$ cat src/hw/ccsr_pkg.sv
package ccsr_pkg;

    // register offsets (byte addresses on the register port)
    localparam logic [11:0] OFS_OSC = 12'h000;
    localparam logic [11:0] OFS_PIN_IO = 12'h004;
    localparam logic [11:0] OFS_CRC = 12'h008;
    localparam logic [11:0] OFS_RAM_CORR_CTRL = 12'h00c;
    localparam logic [11:0] OFS_RAM_CORR_STAT = 12'h010;
    localparam logic [11:0] OFS_PART_ID = 12'h014;

    // reset values and writable-bit masks
    localparam logic [31:0] OSC_RST = 32'h0000_0060;
    localparam logic [31:0] OSC_WMASK = 32'h0000_0079;
    localparam logic [31:0] OSC_CFG_ONLY = 32'h0000_0011;
    localparam logic [31:0] IO_RST = 32'h0300_0003;
    localparam logic [31:0] IO_WMASK = 32'h7300_0343;
    localparam logic [31:0] CRC_WMASK = 32'h0300_0000;
    localparam logic [31:0] ECC_RST = 32'h0000_0000;
    localparam logic [31:0] ECC_WMASK = 32'h0000_7f07;

    // oscillator control fields
    localparam int OSC_PLL_SEL = 0;
    localparam int OSC_OFF = 2;
    localparam int OSC_DEEP_SEL = 3;
    localparam int OSC_HALF = 4;
    localparam int OSC_DIV_LO = 5;
    localparam int OSC_DIV_HI = 6;

    // pin control fields
    localparam int IO_DIR0 = 0;
    localparam int IO_DIR1 = 1;
    localparam int IO_STBY_EN = 6;
    localparam int IO_PIN0_DRIVE_LATCH = 8;
    localparam int IO_PIN1_DRIVE_LATCH = 9;
    localparam int IO_FN0 = 24;
    localparam int IO_FN1 = 25;
    localparam int IO_TX_OD = 28;
    localparam int IO_SOF_SEL = 29;
    localparam int IO_IRQ_OD = 30;

    // command crc and ram correction fields
    localparam int CRC_ERR_IE = 24;
    localparam int CRC_FMT_IE = 25;
    localparam int CRC_ERR_FLAG = 16;
    localparam int CRC_FMT_FLAG = 17;
    localparam int ECC_EN = 0;
    localparam int ECC_SEC_IE = 1;
    localparam int ECC_DED_IE = 2;
    localparam int ECC_PAR_LO = 8;
    localparam int ECC_PAR_HI = 14;
    localparam int ECC_SEC_FLAG = 1;
    localparam int ECC_DED_FLAG = 2;

    // clock output half periods, in system clock cycles, per divisor code
    localparam logic [3:0] CLOCK_OUT_PIN_HALF_DIV1 = 4'h1;
    localparam logic [3:0] CLOCK_OUT_PIN_HALF_DIV2 = 4'h2;
    localparam logic [3:0] CLOCK_OUT_PIN_HALF_DIV4 = 4'h4;
    localparam logic [3:0] CLOCK_OUT_PIN_HALF_DIV10 = 4'ha;

    typedef struct packed {
        logic wr;
        logic rd;
        logic [11:0] addr;
        logic [3:0] be;
        logic [31:0] wdata;
    } ccsr_req_t;

    typedef enum logic [2:0] {
        ST_AWAKE = 3'b001,
        ST_SLEEP = 3'b010,
        ST_DEEP = 3'b100
    } ccsr_state_t;

endpackage

$ cat src/hw/ccsr_regs.sv
`timescale 1ns/1ps
`default_nettype none

module ccsr_regs #(
    parameter logic [3:0] DEV_ID = 4'h5,  // arbitrary value
    parameter logic [3:0] DEV_REV = 4'h1  // arbitrary value
) (
    // clock and reset
    input wire logic clock,
    input wire logic arst_n,
    // register port
    input wire ccsr_pkg::ccsr_req_t reg_req,
    output logic [31:0] reg_rdata_q,
    output logic reg_rvalid_q,
    // mode and clock status from the controller core
    input wire logic config_mode,
    input wire logic sleep_request,
    input wire logic wake_irq_enable,
    input wire logic cs_asserted,
    input wire logic bus_rx_activity,
    input wire logic osc_stable,
    input wire logic pll_locked,
    // core signals routed to pins
    input wire logic sof_pulse,
    input wire logic standby_req,
    input wire logic bus_tx_data,
    input wire logic transmit_irq_flag,
    input wire logic transmit_irq_enable,
    input wire logic receive_irq_flag,
    input wire logic receive_irq_enable,
    // error events
    input wire logic crc_err_evt,
    input wire logic [15:0] crc_value,
    input wire logic fmt_err_evt,
    input wire logic single_err_evt,
    input wire logic double_err_evt,
    input wire logic [11:0] err_addr,
    // clock and power control
    output logic pll_select_q,
    output logic sysclk_en_q,
    output logic clock_out_pin_q,
    output logic asleep_q,
    output logic deep_sleep_state_q,
    output logic wake_to_config_q,
    // ram correction control
    output logic ram_correction_en_q,
    output logic [6:0] ram_parity_q,
    output logic err_irq_q,
    // pins
    input wire logic irq_pin_zero_i,
    output logic irq_pin_zero_o_q,
    output logic irq_pin_zero_oe_q,
    input wire logic irq_pin_one_i,
    output logic irq_pin_one_o_q,
    output logic irq_pin_one_oe_q,
    output logic bus_tx_o_q,
    output logic bus_tx_oe_q,
    output logic xcvr_standby_pin_q
);

    ccsr_pkg::ccsr_state_t state_q, state_d;
    logic [31:0] osc_q, osc_d, io_q, io_d, crc_ie_q, crc_ie_d, ecc_q, ecc_d;
    logic osc_off_q, osc_off_d, sclk_sync1_q, sclk_sync2_q, clk_ready_q, pll_lock_q;
    logic [1:0] gpio_lvl_q;
    logic crc_flag_q, fmt_flag_q, sec_flag_q, ded_flag_q;
    logic [15:0] crc_val_q;
    logic [11:0] err_addr_q;
    logic [3:0] clock_out_pin_cnt_q;
    logic clock_out_pin_div_q, half_ph_q;

    // decode
    wire awake = (state_q == ccsr_pkg::ST_AWAKE);
    wire reg_we = reg_req.wr && (state_q != ccsr_pkg::ST_DEEP);
    wire sel_osc = (reg_req.addr == ccsr_pkg::OFS_OSC);
    wire sel_io = (reg_req.addr == ccsr_pkg::OFS_PIN_IO);
    wire sel_crc = (reg_req.addr == ccsr_pkg::OFS_CRC);
    wire sel_eccc = (reg_req.addr == ccsr_pkg::OFS_RAM_CORR_CTRL);
    wire sel_eccs = (reg_req.addr == ccsr_pkg::OFS_RAM_CORR_STAT);
    wire sel_id = (reg_req.addr == ccsr_pkg::OFS_PART_ID);
    // each byte lane stands alone, so a one-byte write leaves the others intact
    wire [31:0] lane_m = {{8{reg_req.be[3]}}, {8{reg_req.be[2]}},
                          {8{reg_req.be[1]}}, {8{reg_req.be[0]}}};
    wire [31:0] wr_bits = lane_m & reg_req.wdata;
    wire [31:0] clr_bits = lane_m & ~reg_req.wdata;

    // sleep control
    wire bus_wake = bus_rx_activity && wake_irq_enable;
    wire host_wake = reg_we && sel_osc && clr_bits[ccsr_pkg::OSC_OFF];
    wire sleep_go = awake && sleep_request;
    wire sleep_exit = (state_q == ccsr_pkg::ST_SLEEP) && (host_wake || bus_wake);
    wire deep_exit = (state_q == ccsr_pkg::ST_DEEP) && (cs_asserted || bus_wake);
    // a wake from deep sleep brings every register back to its reset value
    wire soft_clr = deep_exit;

    always_comb begin
        case (state_q)
            ccsr_pkg::ST_AWAKE: begin
                if (sleep_request) begin
                    // the select bit only matters at this moment
                    state_d = osc_q[ccsr_pkg::OSC_DEEP_SEL] ?
                              ccsr_pkg::ST_DEEP : ccsr_pkg::ST_SLEEP;
                end else begin
                    state_d = ccsr_pkg::ST_AWAKE;
                end
            end
            ccsr_pkg::ST_SLEEP: state_d = sleep_exit ? ccsr_pkg::ST_AWAKE : ccsr_pkg::ST_SLEEP;
            ccsr_pkg::ST_DEEP: state_d = deep_exit ? ccsr_pkg::ST_AWAKE : ccsr_pkg::ST_DEEP;
            default: state_d = ccsr_pkg::ST_AWAKE;
        endcase
    end

    // hardware set on entry; host clear in sleep wakes
    assign osc_off_d = sleep_go || (osc_off_q && !sleep_exit && !deep_exit);

    // configuration-only bits are masked outside configuration mode
    wire [31:0] osc_m = lane_m & ccsr_pkg::OSC_WMASK &
                        (config_mode ? 32'hffff_ffff : ~ccsr_pkg::OSC_CFG_ONLY);
    assign osc_d = soft_clr ? ccsr_pkg::OSC_RST :
                   (reg_we && sel_osc) ? ((osc_q & ~osc_m) | (reg_req.wdata & osc_m)) : osc_q;

    wire [31:0] io_m = lane_m & ccsr_pkg::IO_WMASK;
    assign io_d = soft_clr ? ccsr_pkg::IO_RST :
                  (reg_we && sel_io) ? ((io_q & ~io_m) | (reg_req.wdata & io_m)) : io_q;

    wire [31:0] crc_m = lane_m & ccsr_pkg::CRC_WMASK;
    assign crc_ie_d = soft_clr ? 32'h0000_0000 :
                      (reg_we && sel_crc) ? ((crc_ie_q & ~crc_m) | (reg_req.wdata & crc_m)) :
                      crc_ie_q;

    wire [31:0] ecc_m = lane_m & ccsr_pkg::ECC_WMASK;
    assign ecc_d = soft_clr ? ccsr_pkg::ECC_RST :
                   (reg_we && sel_eccc) ? ((ecc_q & ~ecc_m) | (reg_req.wdata & ecc_m)) :
                   ecc_q;

    // flags clear on a written zero; a new event in that cycle wins
    wire crc_clr = reg_we && sel_crc && clr_bits[ccsr_pkg::CRC_ERR_FLAG];
    wire fmt_clr = reg_we && sel_crc && clr_bits[ccsr_pkg::CRC_FMT_FLAG];
    wire sec_clr = reg_we && sel_eccs && clr_bits[ccsr_pkg::ECC_SEC_FLAG];
    wire ded_clr = reg_we && sel_eccs && clr_bits[ccsr_pkg::ECC_DED_FLAG];
    wire ram_evt = single_err_evt || double_err_evt;

    always_ff @(posedge clock or negedge arst_n) begin
        if (!arst_n) begin
            state_q <= ccsr_pkg::ST_AWAKE;
            osc_q <= ccsr_pkg::OSC_RST;
            osc_off_q <= 1'b0;
            io_q <= ccsr_pkg::IO_RST;
            crc_ie_q <= 32'h0000_0000;
            ecc_q <= ccsr_pkg::ECC_RST;
        end else begin
            state_q <= state_d;
            osc_q <= osc_d;
            osc_off_q <= osc_off_d;
            io_q <= io_d;
            crc_ie_q <= crc_ie_d;
            ecc_q <= ecc_d;
        end
    end

    // error capture
    always_ff @(posedge clock or negedge arst_n) begin
        if (!arst_n) begin
            crc_flag_q <= 1'b0;
            fmt_flag_q <= 1'b0;
            crc_val_q <= 16'h0000;
            sec_flag_q <= 1'b0;
            ded_flag_q <= 1'b0;
            err_addr_q <= 12'h000;
        end else if (soft_clr) begin
            crc_flag_q <= 1'b0;
            fmt_flag_q <= 1'b0;
            crc_val_q <= 16'h0000;
            sec_flag_q <= 1'b0;
            ded_flag_q <= 1'b0;
            err_addr_q <= 12'h000;
        end else begin
            crc_flag_q <= crc_err_evt || (crc_flag_q && !crc_clr);
            fmt_flag_q <= fmt_err_evt || (fmt_flag_q && !fmt_clr);
            if (crc_err_evt) begin
                crc_val_q <= crc_value;
            end
            sec_flag_q <= single_err_evt || (sec_flag_q && !sec_clr);
            ded_flag_q <= double_err_evt || (ded_flag_q && !ded_clr);
            if (ram_evt) begin
                err_addr_q <= err_addr;
            end
        end
    end

    // clock status
    wire clk_ready_d = awake && !osc_off_q && osc_stable;
    wire pll_lock_d = osc_q[ccsr_pkg::OSC_PLL_SEL] && pll_locked;

    always_ff @(posedge clock or negedge arst_n) begin
        if (!arst_n) begin
            sclk_sync1_q <= 1'b0;
            sclk_sync2_q <= 1'b0;
            clk_ready_q <= 1'b0;
            pll_lock_q <= 1'b0;
            gpio_lvl_q <= 2'b00;
        end else begin
            sclk_sync1_q <= osc_q[ccsr_pkg::OSC_HALF];
            sclk_sync2_q <= sclk_sync1_q;
            clk_ready_q <= clk_ready_d;
            pll_lock_q <= pll_lock_d;
            gpio_lvl_q <= {irq_pin_one_i, irq_pin_zero_i};
        end
    end

    // clock output divider and system clock halving
    wire [1:0] div_code = osc_q[ccsr_pkg::OSC_DIV_HI:ccsr_pkg::OSC_DIV_LO];
    wire [3:0] clock_out_pin_half = (div_code == 2'b00) ? ccsr_pkg::CLOCK_OUT_PIN_HALF_DIV1 :
                           (div_code == 2'b01) ? ccsr_pkg::CLOCK_OUT_PIN_HALF_DIV2 :
                           (div_code == 2'b10) ? ccsr_pkg::CLOCK_OUT_PIN_HALF_DIV4 :
                           ccsr_pkg::CLOCK_OUT_PIN_HALF_DIV10;
    wire clock_out_pin_wrap = (clock_out_pin_cnt_q >= clock_out_pin_half - 4'h1);
    wire running = awake && !osc_off_q;
    wire half_sel = osc_q[ccsr_pkg::OSC_HALF];

    always_ff @(posedge clock or negedge arst_n) begin
        if (!arst_n) begin
            clock_out_pin_cnt_q <= 4'h0;
            clock_out_pin_div_q <= 1'b0;
            half_ph_q <= 1'b0;
        end else if (!running) begin
            // stopped clock parks low so the first edge after wake is clean
            clock_out_pin_cnt_q <= 4'h0;
            clock_out_pin_div_q <= 1'b0;
            half_ph_q <= 1'b0;
        end else begin
            clock_out_pin_cnt_q <= clock_out_pin_wrap ? 4'h0 : clock_out_pin_cnt_q + 4'h1;
            clock_out_pin_div_q <= clock_out_pin_wrap ? !clock_out_pin_div_q : clock_out_pin_div_q;
            half_ph_q <= half_sel ? !half_ph_q : 1'b0;
        end
    end

    // pin drivers: interrupt pins are active low
    function automatic logic [1:0] pin_drive(input logic gpio, input logic dir,
                                             input logic lat, input logic irq, input logic od);
        logic lvl;
        logic drv;
        lvl = gpio ? lat : !irq;
        drv = gpio ? !dir : 1'b1;
        // open drain only ever pulls low
        pin_drive = od ? {1'b0, drv && !lvl} : {lvl, drv};
    endfunction

    wire irq0_act = transmit_irq_flag && transmit_irq_enable;
    wire irq1_act = receive_irq_flag && receive_irq_enable;
    wire [1:0] pin0_d = pin_drive(io_q[ccsr_pkg::IO_FN0], io_q[ccsr_pkg::IO_DIR0],
                                  io_q[ccsr_pkg::IO_PIN0_DRIVE_LATCH], irq0_act, io_q[ccsr_pkg::IO_IRQ_OD]);
    wire [1:0] pin1_d = pin_drive(io_q[ccsr_pkg::IO_FN1], io_q[ccsr_pkg::IO_DIR1],
                                  io_q[ccsr_pkg::IO_PIN1_DRIVE_LATCH], irq1_act, io_q[ccsr_pkg::IO_IRQ_OD]);
    wire tx_od = io_q[ccsr_pkg::IO_TX_OD];
    wire clock_out_pin_d = io_q[ccsr_pkg::IO_SOF_SEL] ? sof_pulse : clock_out_pin_div_q;
    wire stby_d = io_q[ccsr_pkg::IO_STBY_EN] && standby_req;
    wire err_irq_d = (crc_flag_q && crc_ie_q[ccsr_pkg::CRC_ERR_IE]) ||
                     (fmt_flag_q && crc_ie_q[ccsr_pkg::CRC_FMT_IE]) ||
                     (sec_flag_q && ecc_q[ccsr_pkg::ECC_SEC_IE]) ||
                     (ded_flag_q && ecc_q[ccsr_pkg::ECC_DED_IE]);

    // read data
    wire [31:0] osc_rd = {19'h0, sclk_sync2_q, 1'b0, clk_ready_q, 1'b0, pll_lock_q,
                          osc_q[7:3], osc_off_q, osc_q[1:0]};
    wire [31:0] io_rd = (io_q & ccsr_pkg::IO_WMASK) | {14'h0, gpio_lvl_q, 16'h0};
    wire [31:0] crc_rd = {crc_ie_q[31:24], 6'h0, fmt_flag_q, crc_flag_q, crc_val_q};
    wire [31:0] eccs_rd = {4'h0, err_addr_q, 13'h0, ded_flag_q, sec_flag_q, 1'b0};
    wire [31:0] id_rd = {24'h0, DEV_ID, DEV_REV};
    wire [31:0] rd_mux = (state_q == ccsr_pkg::ST_DEEP) ? 32'h0000_0000 :
                         sel_osc ? osc_rd : sel_io ? io_rd : sel_crc ? crc_rd :
                         sel_eccc ? ecc_q : sel_eccs ? eccs_rd : sel_id ? id_rd : 32'h0000_0000;

    always_ff @(posedge clock or negedge arst_n) begin
        if (!arst_n) begin
            reg_rdata_q <= 32'h0000_0000;
            reg_rvalid_q <= 1'b0;
            pll_select_q <= 1'b0;
            sysclk_en_q <= 1'b0;
            clock_out_pin_q <= 1'b0;
            asleep_q <= 1'b0;
            deep_sleep_state_q <= 1'b0;
            wake_to_config_q <= 1'b0;
            ram_correction_en_q <= 1'b0;
            ram_parity_q <= 7'h00;
            err_irq_q <= 1'b0;
            {irq_pin_zero_o_q, irq_pin_zero_oe_q} <= 2'b00;
            {irq_pin_one_o_q, irq_pin_one_oe_q} <= 2'b00;
            bus_tx_o_q <= 1'b0;
            bus_tx_oe_q <= 1'b0;
            xcvr_standby_pin_q <= 1'b0;
        end else begin
            reg_rdata_q <= reg_req.rd ? rd_mux : 32'h0000_0000;
            reg_rvalid_q <= reg_req.rd;
            pll_select_q <= osc_q[ccsr_pkg::OSC_PLL_SEL];
            sysclk_en_q <= running && (!half_sel || half_ph_q);
            clock_out_pin_q <= running && clock_out_pin_d;
            asleep_q <= !awake;
            deep_sleep_state_q <= (state_q == ccsr_pkg::ST_DEEP);
            wake_to_config_q <= sleep_exit || deep_exit;
            ram_correction_en_q <= ecc_q[ccsr_pkg::ECC_EN];
            ram_parity_q <= ecc_q[ccsr_pkg::ECC_PAR_HI:ccsr_pkg::ECC_PAR_LO];
            err_irq_q <= err_irq_d;
            {irq_pin_zero_o_q, irq_pin_zero_oe_q} <= pin0_d;
            {irq_pin_one_o_q, irq_pin_one_oe_q} <= pin1_d;
            bus_tx_o_q <= tx_od ? 1'b0 : bus_tx_data;
            bus_tx_oe_q <= tx_od ? !bus_tx_data : 1'b1;
            xcvr_standby_pin_q <= stby_d;
        end
    end
endmodule

`default_nettype wire

$ cat config.mk
export PLATFORM = sky130hd
export DESIGN_NAME = ccsr_regs
export DESIGN_NICKNAME = d
export VERILOG_FILES = /design/src/hw/ccsr_pkg.sv /design/src/hw/ccsr_regs.sv
export SDC_FILE = /design/constraint.sdc
export NUM_CORES = 1
export LEC_CHECK = 0
export ABC_CLOCK_PERIOD_IN_PS = 1640
export BUFFER_PORTS_ARGS = -buffer_cell sky130_fd_sc_hd__buf_2
export CORE_MARGIN = 3
export CORE_UTILIZATION = 49
export CTS_BUF_LIST = sky130_fd_sc_hd__clkbuf_8
export CTS_CLUSTER_DIAMETER = 100
export DETAILED_ROUTE_END_ITERATION = 8
export PLACE_DENSITY = 0.79
export SYNTH_ARGS = -nofsm -noshare
export SYNTH_HDL_FRONTEND = slang
export SYNTH_SLANG_ARGS = --single-unit
$ cat constraint.sdc
create_clock -name clock -period 1.64 [get_ports clock]
set_input_delay 0.164 -clock clock [delete_from_list [all_inputs] [get_ports clock]]
set_output_delay 0.164 -clock clock [all_outputs]
set_load 0.01 [all_outputs]
==> results of run 1 <==
## final timing paths
path | end | slack, ns | cells after the start
max | clock_out_pin_cnt_q[0] | 0.03 | 6
min in group asynchronous | reg_rdata_q[14] | 0.20 | 2
max in group asynchronous | state_q[0] | 0.83 | 3
min reg2reg | sclk_sync2_q | 0.36 | 0
max reg2reg | clock_out_pin_cnt_q[0] | 0.03 | 6
min | crc_val_q[11] | 0.02 | 3
## critical path, delay by kind of cell (launching register included)
family | cells | cell delay, ns
flops | 1 | 0.54
compound gates | 2 | 0.42
fa+ha+maj | 1 | 0.20
buf+inv | 1 | 0.10
simple gates | 2 | 0.27
## cell families (layout without fill, tap and decap cells)
group | count (synthesis) | count (layout) | synth area share
AND/OR/NAND/NOR | 203 | 203 | 0.195
flip-flops | 130 | 130 | 0.583
AO/OA/AOI/OAI | 108 | 108 | 0.120
buffers and inverters | 43 | 303 | 0.0304
multiplexers | 31 | 31 | 0.0557
adder cells (fa/ha/maj) | 5 | 5 | 0.0112
other | 2 | 2 | 0.00134
XOR/XNOR | 2 | 2 | 0.00313
## registers in the layout, indices dropped and copies added (netlist names), 2 cells and up
register             cells
err_addr_q              12
ram_parity_q             7
ecc_q                   10
clock_out_pin_cnt_q      4
gpio_lvl_q               2
reg_rdata_q             32
io_q                    10
state_q                  3
crc_val_q               16
crc_ie_q                 2
osc_q                    5
## stage by stage
step,cells,hold slack [ns]
after floorplan,524,-0.132
after global placement,835,0.121
after detailed placement,835,0.127
after CTS,923,0.00151
after global routing,924,0.0195
final,924,0.0160
## timing repair
item / 4_1_cts / 5_1_grt
hold endpoints to repair: 83 / 0
endpoints found under the setup margin: 24 / 35
pin swaps: 3 / 5
buffers inserted: 0 / 1
hold buffers: 56 / 0
resized for setup: 12 / 15
## final cells by class
cell class / instances / area [sq um]
fillers: 770 / 3080
inverters: 16 / 60.1
clock inverters: 12 / 115
multi-input cells: 351 / 2270
clock buffers: 20 / 275
repair buffers: 255 / 1750
flip-flops and latches: 130 / 3260
well taps: 140 / 175
## placed cells by master (no fill, tap or decap), drive strengths merged, types with 5 or more instances in the layout
master,n
nand2,53
and2,16
o21ai,27
and4,7
clkbuf,20
nand4,9
nor2b,5
a211oi,6
or3,5
dfstp,7
ha,5
nand2b,7
clkinv,5
nor4,5
a22oi,12
dfrtp,123
nor2,41
dlygate4sd3,56
and3,7
inv,18
nor3,7
mux2i,30
nand3,24
a21oi,37
buf,199
## routing by layer
metal | up-vias | track usage | part of all wire
met3 | 37 | 0.0567 | 0.061
li1 | 2342 | - | -
met4 | 0 | 0.107 | 0.026
met2 | 206 | 0.443 | 0.50
met5 | - | 0 | 0
met1 | 2457 | 0.329 | 0.41
## power breakdown
group | leakage (nW) | total (mW) | internal (mW) | switching, mW
Sequential | 1.67 | 3.45 | 3.35 | 0.0960
Combinational | 2.04 | 0.906 | 0.454 | 0.451
Clock | 0.203 | 2.67 | 1.44 | 1.22
Total | 3.91 | 7.02 | 5.25 | 1.77
==> results.tsv, run 1 <==
stage	metric	value	unit
synth	Yosys cell types	59	
cts	CTS tree	done	
finish	Final Util	0.720	
detailed_routing	drt first pass iters	5	
grt	vias in the first global route	5229	
synth	largest area contributor in the netlist	dfrtp_1	
synth	top-area cell type share of the netlist area	0.551	
power_and_ir_drop	PD cells	889	mW/mm^2
synth	sequential element share of the synthesized area	0.583	
worst_hold_path	hold crit path type	in -> reg	
flow_run	total of max-cap violations	0	
synth	synthesis warning total	0	
worst_hold_path	Hold Path Origin	crc_value[11]	
critical_path	crit path max fanout	4	
synth	synthesized flop and latch total	130	
finish	final net count	876	
sta	minimum clock period	1.61	ns
cts	CTS Sinks	130	
die	# rows	38	
cts	worst skew pair latency	0.44	ns
place	dpl ws	-0.200	ns
power_and_ir_drop	LEAKAGE	3.91	nW
synth	Post-Syn Area per Cell	10.7	sq um
synth	Post-synth top cells	dfrtp_1, nand2_1, nor2_1	
grt	first-pass GRT wire length	26100	microns
synth	Post-Synthesis Cells	524	
critical_path	Critical Path AT	1.98	ns
synth	largest cells by area after synthesis	dfrtp_1, mux2i_1, nand2_1	
detailed_routing	Final Routed Wirelength	16200	microns
grt	largest net degree at the start of global routing	33	
cts	Worst-path clk slew	0.08	ns
die	chip height	113	microns
sta	Final setup viols	0	
sta	Final Cycle Share	0.980	
place	Post-DP Area	0.00683	sq mm
synth	Async SR Flop Fraction	1.00	
sta	clk_skew	0.0129	ns
place	post-DP HPWL	11500	microns
critical_path	slowest CP cell	dfstp_2	
detailed_routing	number of DRC markers in iteration 0	376	
place	gpl congestion	0.925	
sta	Worst-Margin Slew	0.545	ns
cts	CTS root buffer	clkbuf_8	
critical_path	nature of the critical path endpoint	register	
critical_path	Critical Path Source	osc_q[5]	
detailed_routing	Remaining DRCs	0	
sta	pins over their slew limit	0	
grt	initial antenna violation count	0	
finish	final instance area	0.00791	sq mm
detailed_routing	via count	5042	
detailed_routing	antenna viol nets, final	0	
place	PortBufs	143	
sta	Achievable Freq	622	MHz
sta	relative slew slack	0.636	
die	core region area	0.0110	sq mm
finish	Antenna Cells	0	
detailed_routing	DR WL/cell	17.5	microns
status	status	finished clean	
power_and_ir_drop	Peak VDD IR	0.530	mV
detailed_routing	Vias per Instance	5.46	
critical_path	Startpoint Class	register	
cts	TritonCTS Buffers	17	
die	IO Pins	155	
synth	EDFF count, synth	0	
sta	final hold violations	0	
die	Die X	113	microns
grt	total grt overflow	0	
synth	synthesized area	0.00559	sq mm
sta	setup ws final	0.0321	ns
power_and_ir_drop	PnR Total Power	7.02	mW
critical_path	Data required, critical path	2.01	ns
finish	share of cells above drive strength 1	0.339	
finish	Layout area overhead	41.4	%
cts	H-tree depth	4	
synth	Main synth FF type	dfrtp_1	
grt	GRT Total Usage	0.262	
die	total die area	0.0127	sq mm
cts	Clock Tree Buf Depth	2	
synth	top-count cell post-synth	dfrtp_1	
die	Initial Util	0.509	
synth	post-synthesis net count	629	
critical_path	Cell Chain, Critical Path	buf_6 -> nand2b_4 -> ha_4 -> a211oi_4 -> o211ai_1 -> nor2_1	
critical_path	Largest stage delay, worst path	0.54	ns
sta	RSZ-0062 raised after global routing	true	
critical_path	crit path kind	reg -> reg	
critical_path	worst r2r src	osc_q[5]	
sta	Fin Setup TNS	0	ns
(Power assumes the default switching activity.)
==> run 2: changes to the inputs <==
--- a/config.mk
+++ b/config.mk
@@ -6,13 +6,14 @@
 export NUM_CORES = 1
 export LEC_CHECK = 0
 export ABC_CLOCK_PERIOD_IN_PS = 1640
-export BUFFER_PORTS_ARGS = -buffer_cell sky130_fd_sc_hd__buf_2
+export BUFFER_PORTS_ARGS = -buffer_cell sky130_fd_sc_hd__buf_4
 export CORE_MARGIN = 3
 export CORE_UTILIZATION = 49
 export CTS_BUF_LIST = sky130_fd_sc_hd__clkbuf_8
 export CTS_CLUSTER_DIAMETER = 100
 export DETAILED_ROUTE_END_ITERATION = 8
 export PLACE_DENSITY = 0.79
+export SETUP_SLACK_MARGIN = 0.02
 export SYNTH_ARGS = -nofsm -noshare
 export SYNTH_HDL_FRONTEND = slang
 export SYNTH_SLANG_ARGS = --single-unit
==> run 2 against run 1 <==
  * The run now ends with negative setup slack left
  * Clock power is 13% higher
  * Critical path depth is the same
  * Final area is 5.0% higher
  * Critical endpoint is now clock_out_pin_cnt_q[2]
  * Largest cell class unchanged
  * Non-clock buffer count shrank 4
  * Combinational power up 10%
  * Final cell count down 0.54%
  * Die area did not move
  * Count of clock-buffer cells in the layout rose by 1
  * First-iteration DRC count grew 2.4%
==> results.tsv, run 2 (synthesized netlist as in run 1, its figures left out) <==
stage	metric	value	unit	change
status	status	complete, but fails checks		was finished clean
status	failing checks	negative setup slack		
critical_path	crit path kind	reg -> reg		unchanged
place	PortBufs	143		unchanged
sta	Achievable Freq	601	MHz	was 622 MHz
detailed_routing	DR WL/cell	18.3	microns	was 17.5 microns
critical_path	Worst Reg-to-Reg Cells	6		unchanged
grt	GRT Total Usage	0.271		was 0.262
detailed_routing	via count	5135		was 5,042
critical_path	Critical Path AT	2.02	ns	was 1.98 ns
sta	clk_skew	0.0122	ns	was 0.0129 ns
die	# rows	38		unchanged
power_and_ir_drop	Internal Power	5.69	mW	was 5.25 mW
sta	Fin Setup TNS	-0.0386	ns	was 0 ns
place	post-DP HPWL	11700	microns	was 11,500 microns
grt	first-pass GRT wire length	27000	microns	was 26,100 microns
die	Initial Util	0.509		unchanged
sta	final hold violations	0		unchanged
cts	CTS tree	done		unchanged
critical_path	Worst setup endpoint	clock_out_pin_cnt_q[2]		was clock_out_pin_cnt_q[0]
grt	initial antenna violation count	0		unchanged
grt	vias in the first global route	5446		was 5,229
cts	TritonCTS Buffers	17		unchanged
critical_path	Startpoint Class	register		unchanged
die	total die area	0.0127	sq mm	unchanged
cts	CTS Sinks	130		unchanged
finish	commonest cells after routing, fill and taps aside	buf_4, dfrtp_1, dlygate4sd3_1, nand2_1		was buf_2, dfrtp_1, dlygate4sd3_1, nand2_1, buf_4
finish	Antenna Cells	0		unchanged
die	chip height	113	microns	unchanged
sta	minimum clock period	1.66	ns	was 1.61 ns
worst_hold_path	hold crit path type	in -> reg		unchanged
die	IO Pins	155		unchanged
critical_path	nature of the critical path endpoint	register		unchanged
cts	CTS root buffer	clkbuf_8		unchanged
detailed_routing	Vias per Instance	5.59		was 5.46
sta	Final setup viols	2		was 0
finish	final net count	872		was 876
finish	Largest register FFs	32		unchanged
critical_path	worst r2r src	osc_q[5]		unchanged
cts	H-tree depth	4		unchanged
sta	setup ws final	-0.0227	ns	was 0.0321 ns
cts	post-CTS setup buffer count	0		unchanged
power_and_ir_drop	PD cells	899	mW/mm^2	was 889 mW/mm^2
critical_path	Crit Reg-Reg Endpoint	clock_out_pin_cnt_q[2]		was clock_out_pin_cnt_q[0]
detailed_routing	number of DRC markers in iteration 0	385		was 376
critical_path	Critical Path Source	osc_q[5]		unchanged
detailed_routing	antenna viol nets, final	0		unchanged
cts	Clock Tree Buf Depth	2		unchanged
grt	largest net degree at the start of global routing	65		was 33
finish	Layout area overhead	48.5	%	was 41.4%
sta	pins over their slew limit	0		unchanged
power_and_ir_drop	Sw Pwr	1.78	mW	was 1.77 mW
flow_run	total of max-cap violations	0		unchanged
power_and_ir_drop	Peak VDD IR	0.518	mV	was 0.530 mV
worst_hold_path	Hold Path Origin	crc_value[3]		was crc_value[11]
cts	Worst-path clk slew	0.08	ns	about the same
finish	share of cells above drive strength 1	0.340		was 0.339
finish	Largest Register	reg_rdata_q		unchanged
critical_path	R2R Setup Slk	-0.02	ns	was 0.03 ns
cts	worst skew pair latency	0.44	ns	about the same
sta	RSZ-0062 raised after global routing	true		unchanged
power_and_ir_drop	clock network power share	0.404		was 0.380
power_and_ir_drop	Comb power frac	0.134		was 0.129
detailed_routing	drt first pass iters	7		was 5
sta	Final Cycle Share	1.01		was 0.980
die	core region area	0.0110	sq mm	unchanged
critical_path	Data required, critical path	2.00	ns	was 2.01 ns
grt	total grt overflow	0		unchanged
power_and_ir_drop	Sw Ratio	0.238		was 0.252
place	placed cell count	832		was 835
place	gpl congestion	0.925		about the same
critical_path	crit path max fanout	4		unchanged
power_and_ir_drop	LEAKAGE	3.99	nW	was 3.91 nW
power_and_ir_drop	PnR Total Power	7.46	mW	was 7.02 mW
finish	commonest non-fill, non-tap cell in the layout	buf_4		was buf_2
place	dpl ws	-0.180	ns	was -0.200 ns
finish	final cell count without fillers	919		was 924
detailed_routing	Remaining DRCs	0		unchanged
finish	Regs by FF count	reg_rdata_q (32), crc_val_q (16), err_addr_q (12)		unchanged
die	Die X	113	microns	unchanged
detailed_routing	Final Routed Wirelength	16800	microns	was 16,200 microns
power_and_ir_drop	Seq pwr share	0.462		was 0.491
==> run 2: cell types whose count changed in the layout (fill, tap and decap cells not counted), moves of 3 or more <==
cell	delta
and3_1	-3
and3_4	+3
buf_2	-142
buf_4	+137
clkinv_2	-3
==> run 2: layout make-up <==
cell class / count / area, sq um
Clock buffer: 21 / 289
Clock inverter: 10 / 156
Fill cell: 731 / 2680
Inverter: 16 / 60.1
Multi-Input combinational cell: 351 / 2280
Sequential cell: 130 / 3260
Tap cell: 140 / 175
Timing Repair Buffer: 251 / 2080
==> run 2: worst min-delay path by stage <==
stage	cells after the start	to	slack (ns)
after floorplan	0	asleep_q	-0.13
after global placement	1	reg_rdata_q[31]	0.007
after detailed placement	1	reg_rdata_q[31]	0.01
after CTS	3	ecc_q[13]	0.0007
after global routing	3	ecc_q[2]	0.02
final	3	crc_val_q[3]	0.01
==> run 2: worst max-delay path, stage by stage (launching register included) <==
cell and delay, ns:
dfstp_2 0.56, or2_4 0.13, ha_4 0.20, nand2b_4 0.15, a211oi_4 0.23, o211ai_1 0.17, nor2_1 0.14
==> run 2: per-stage QoR <==
step / hold WS [ns] / area [sq um] / utilization
3_3_place_gp: 0.00747 / 7170 / 0.653
6_report: 0.0133 / 8300 / 0.756
2_1_floorplan: -0.132 / 5600 / -
5_1_grt: 0.0158 / 8300 / 0.756
4_1_cts: 0.000750 / 8250 / 0.751
3_5_place_dp: 0.0141 / 7170 / 0.653
==> run 2: repair_timing <==
item,in CTS,in global routing
pin swaps,5,11
hold buffers,55,1
setup endpoints to repair,32,43
cloned,0,0
endpoints found under the hold margin,180,1
resized for setup,16,15
==> run 2: power groups by stage <==
stage               combinational (mW)  clock (mW)  sequential (mW)
global route                      1.10        3.20             3.46
floorplan                        0.325           0             3.50
CTS                              0.976        3.04             3.44
detailed placement               0.846           0             3.50
global placement                 0.826           0             3.49
finish                           0.999        3.02             3.45
==> run 2: routing by layer <==
metal / vias up / share of wire / GRT usage
met2: 212 / 0.50 / 0.452
met1: 2536 / 0.39 / 0.335
met3: 48 / 0.070 / 0.0647
li1: 2339 / - / -
met5: - / 0 / 0
met4: 0 / 0.033 / 0.124
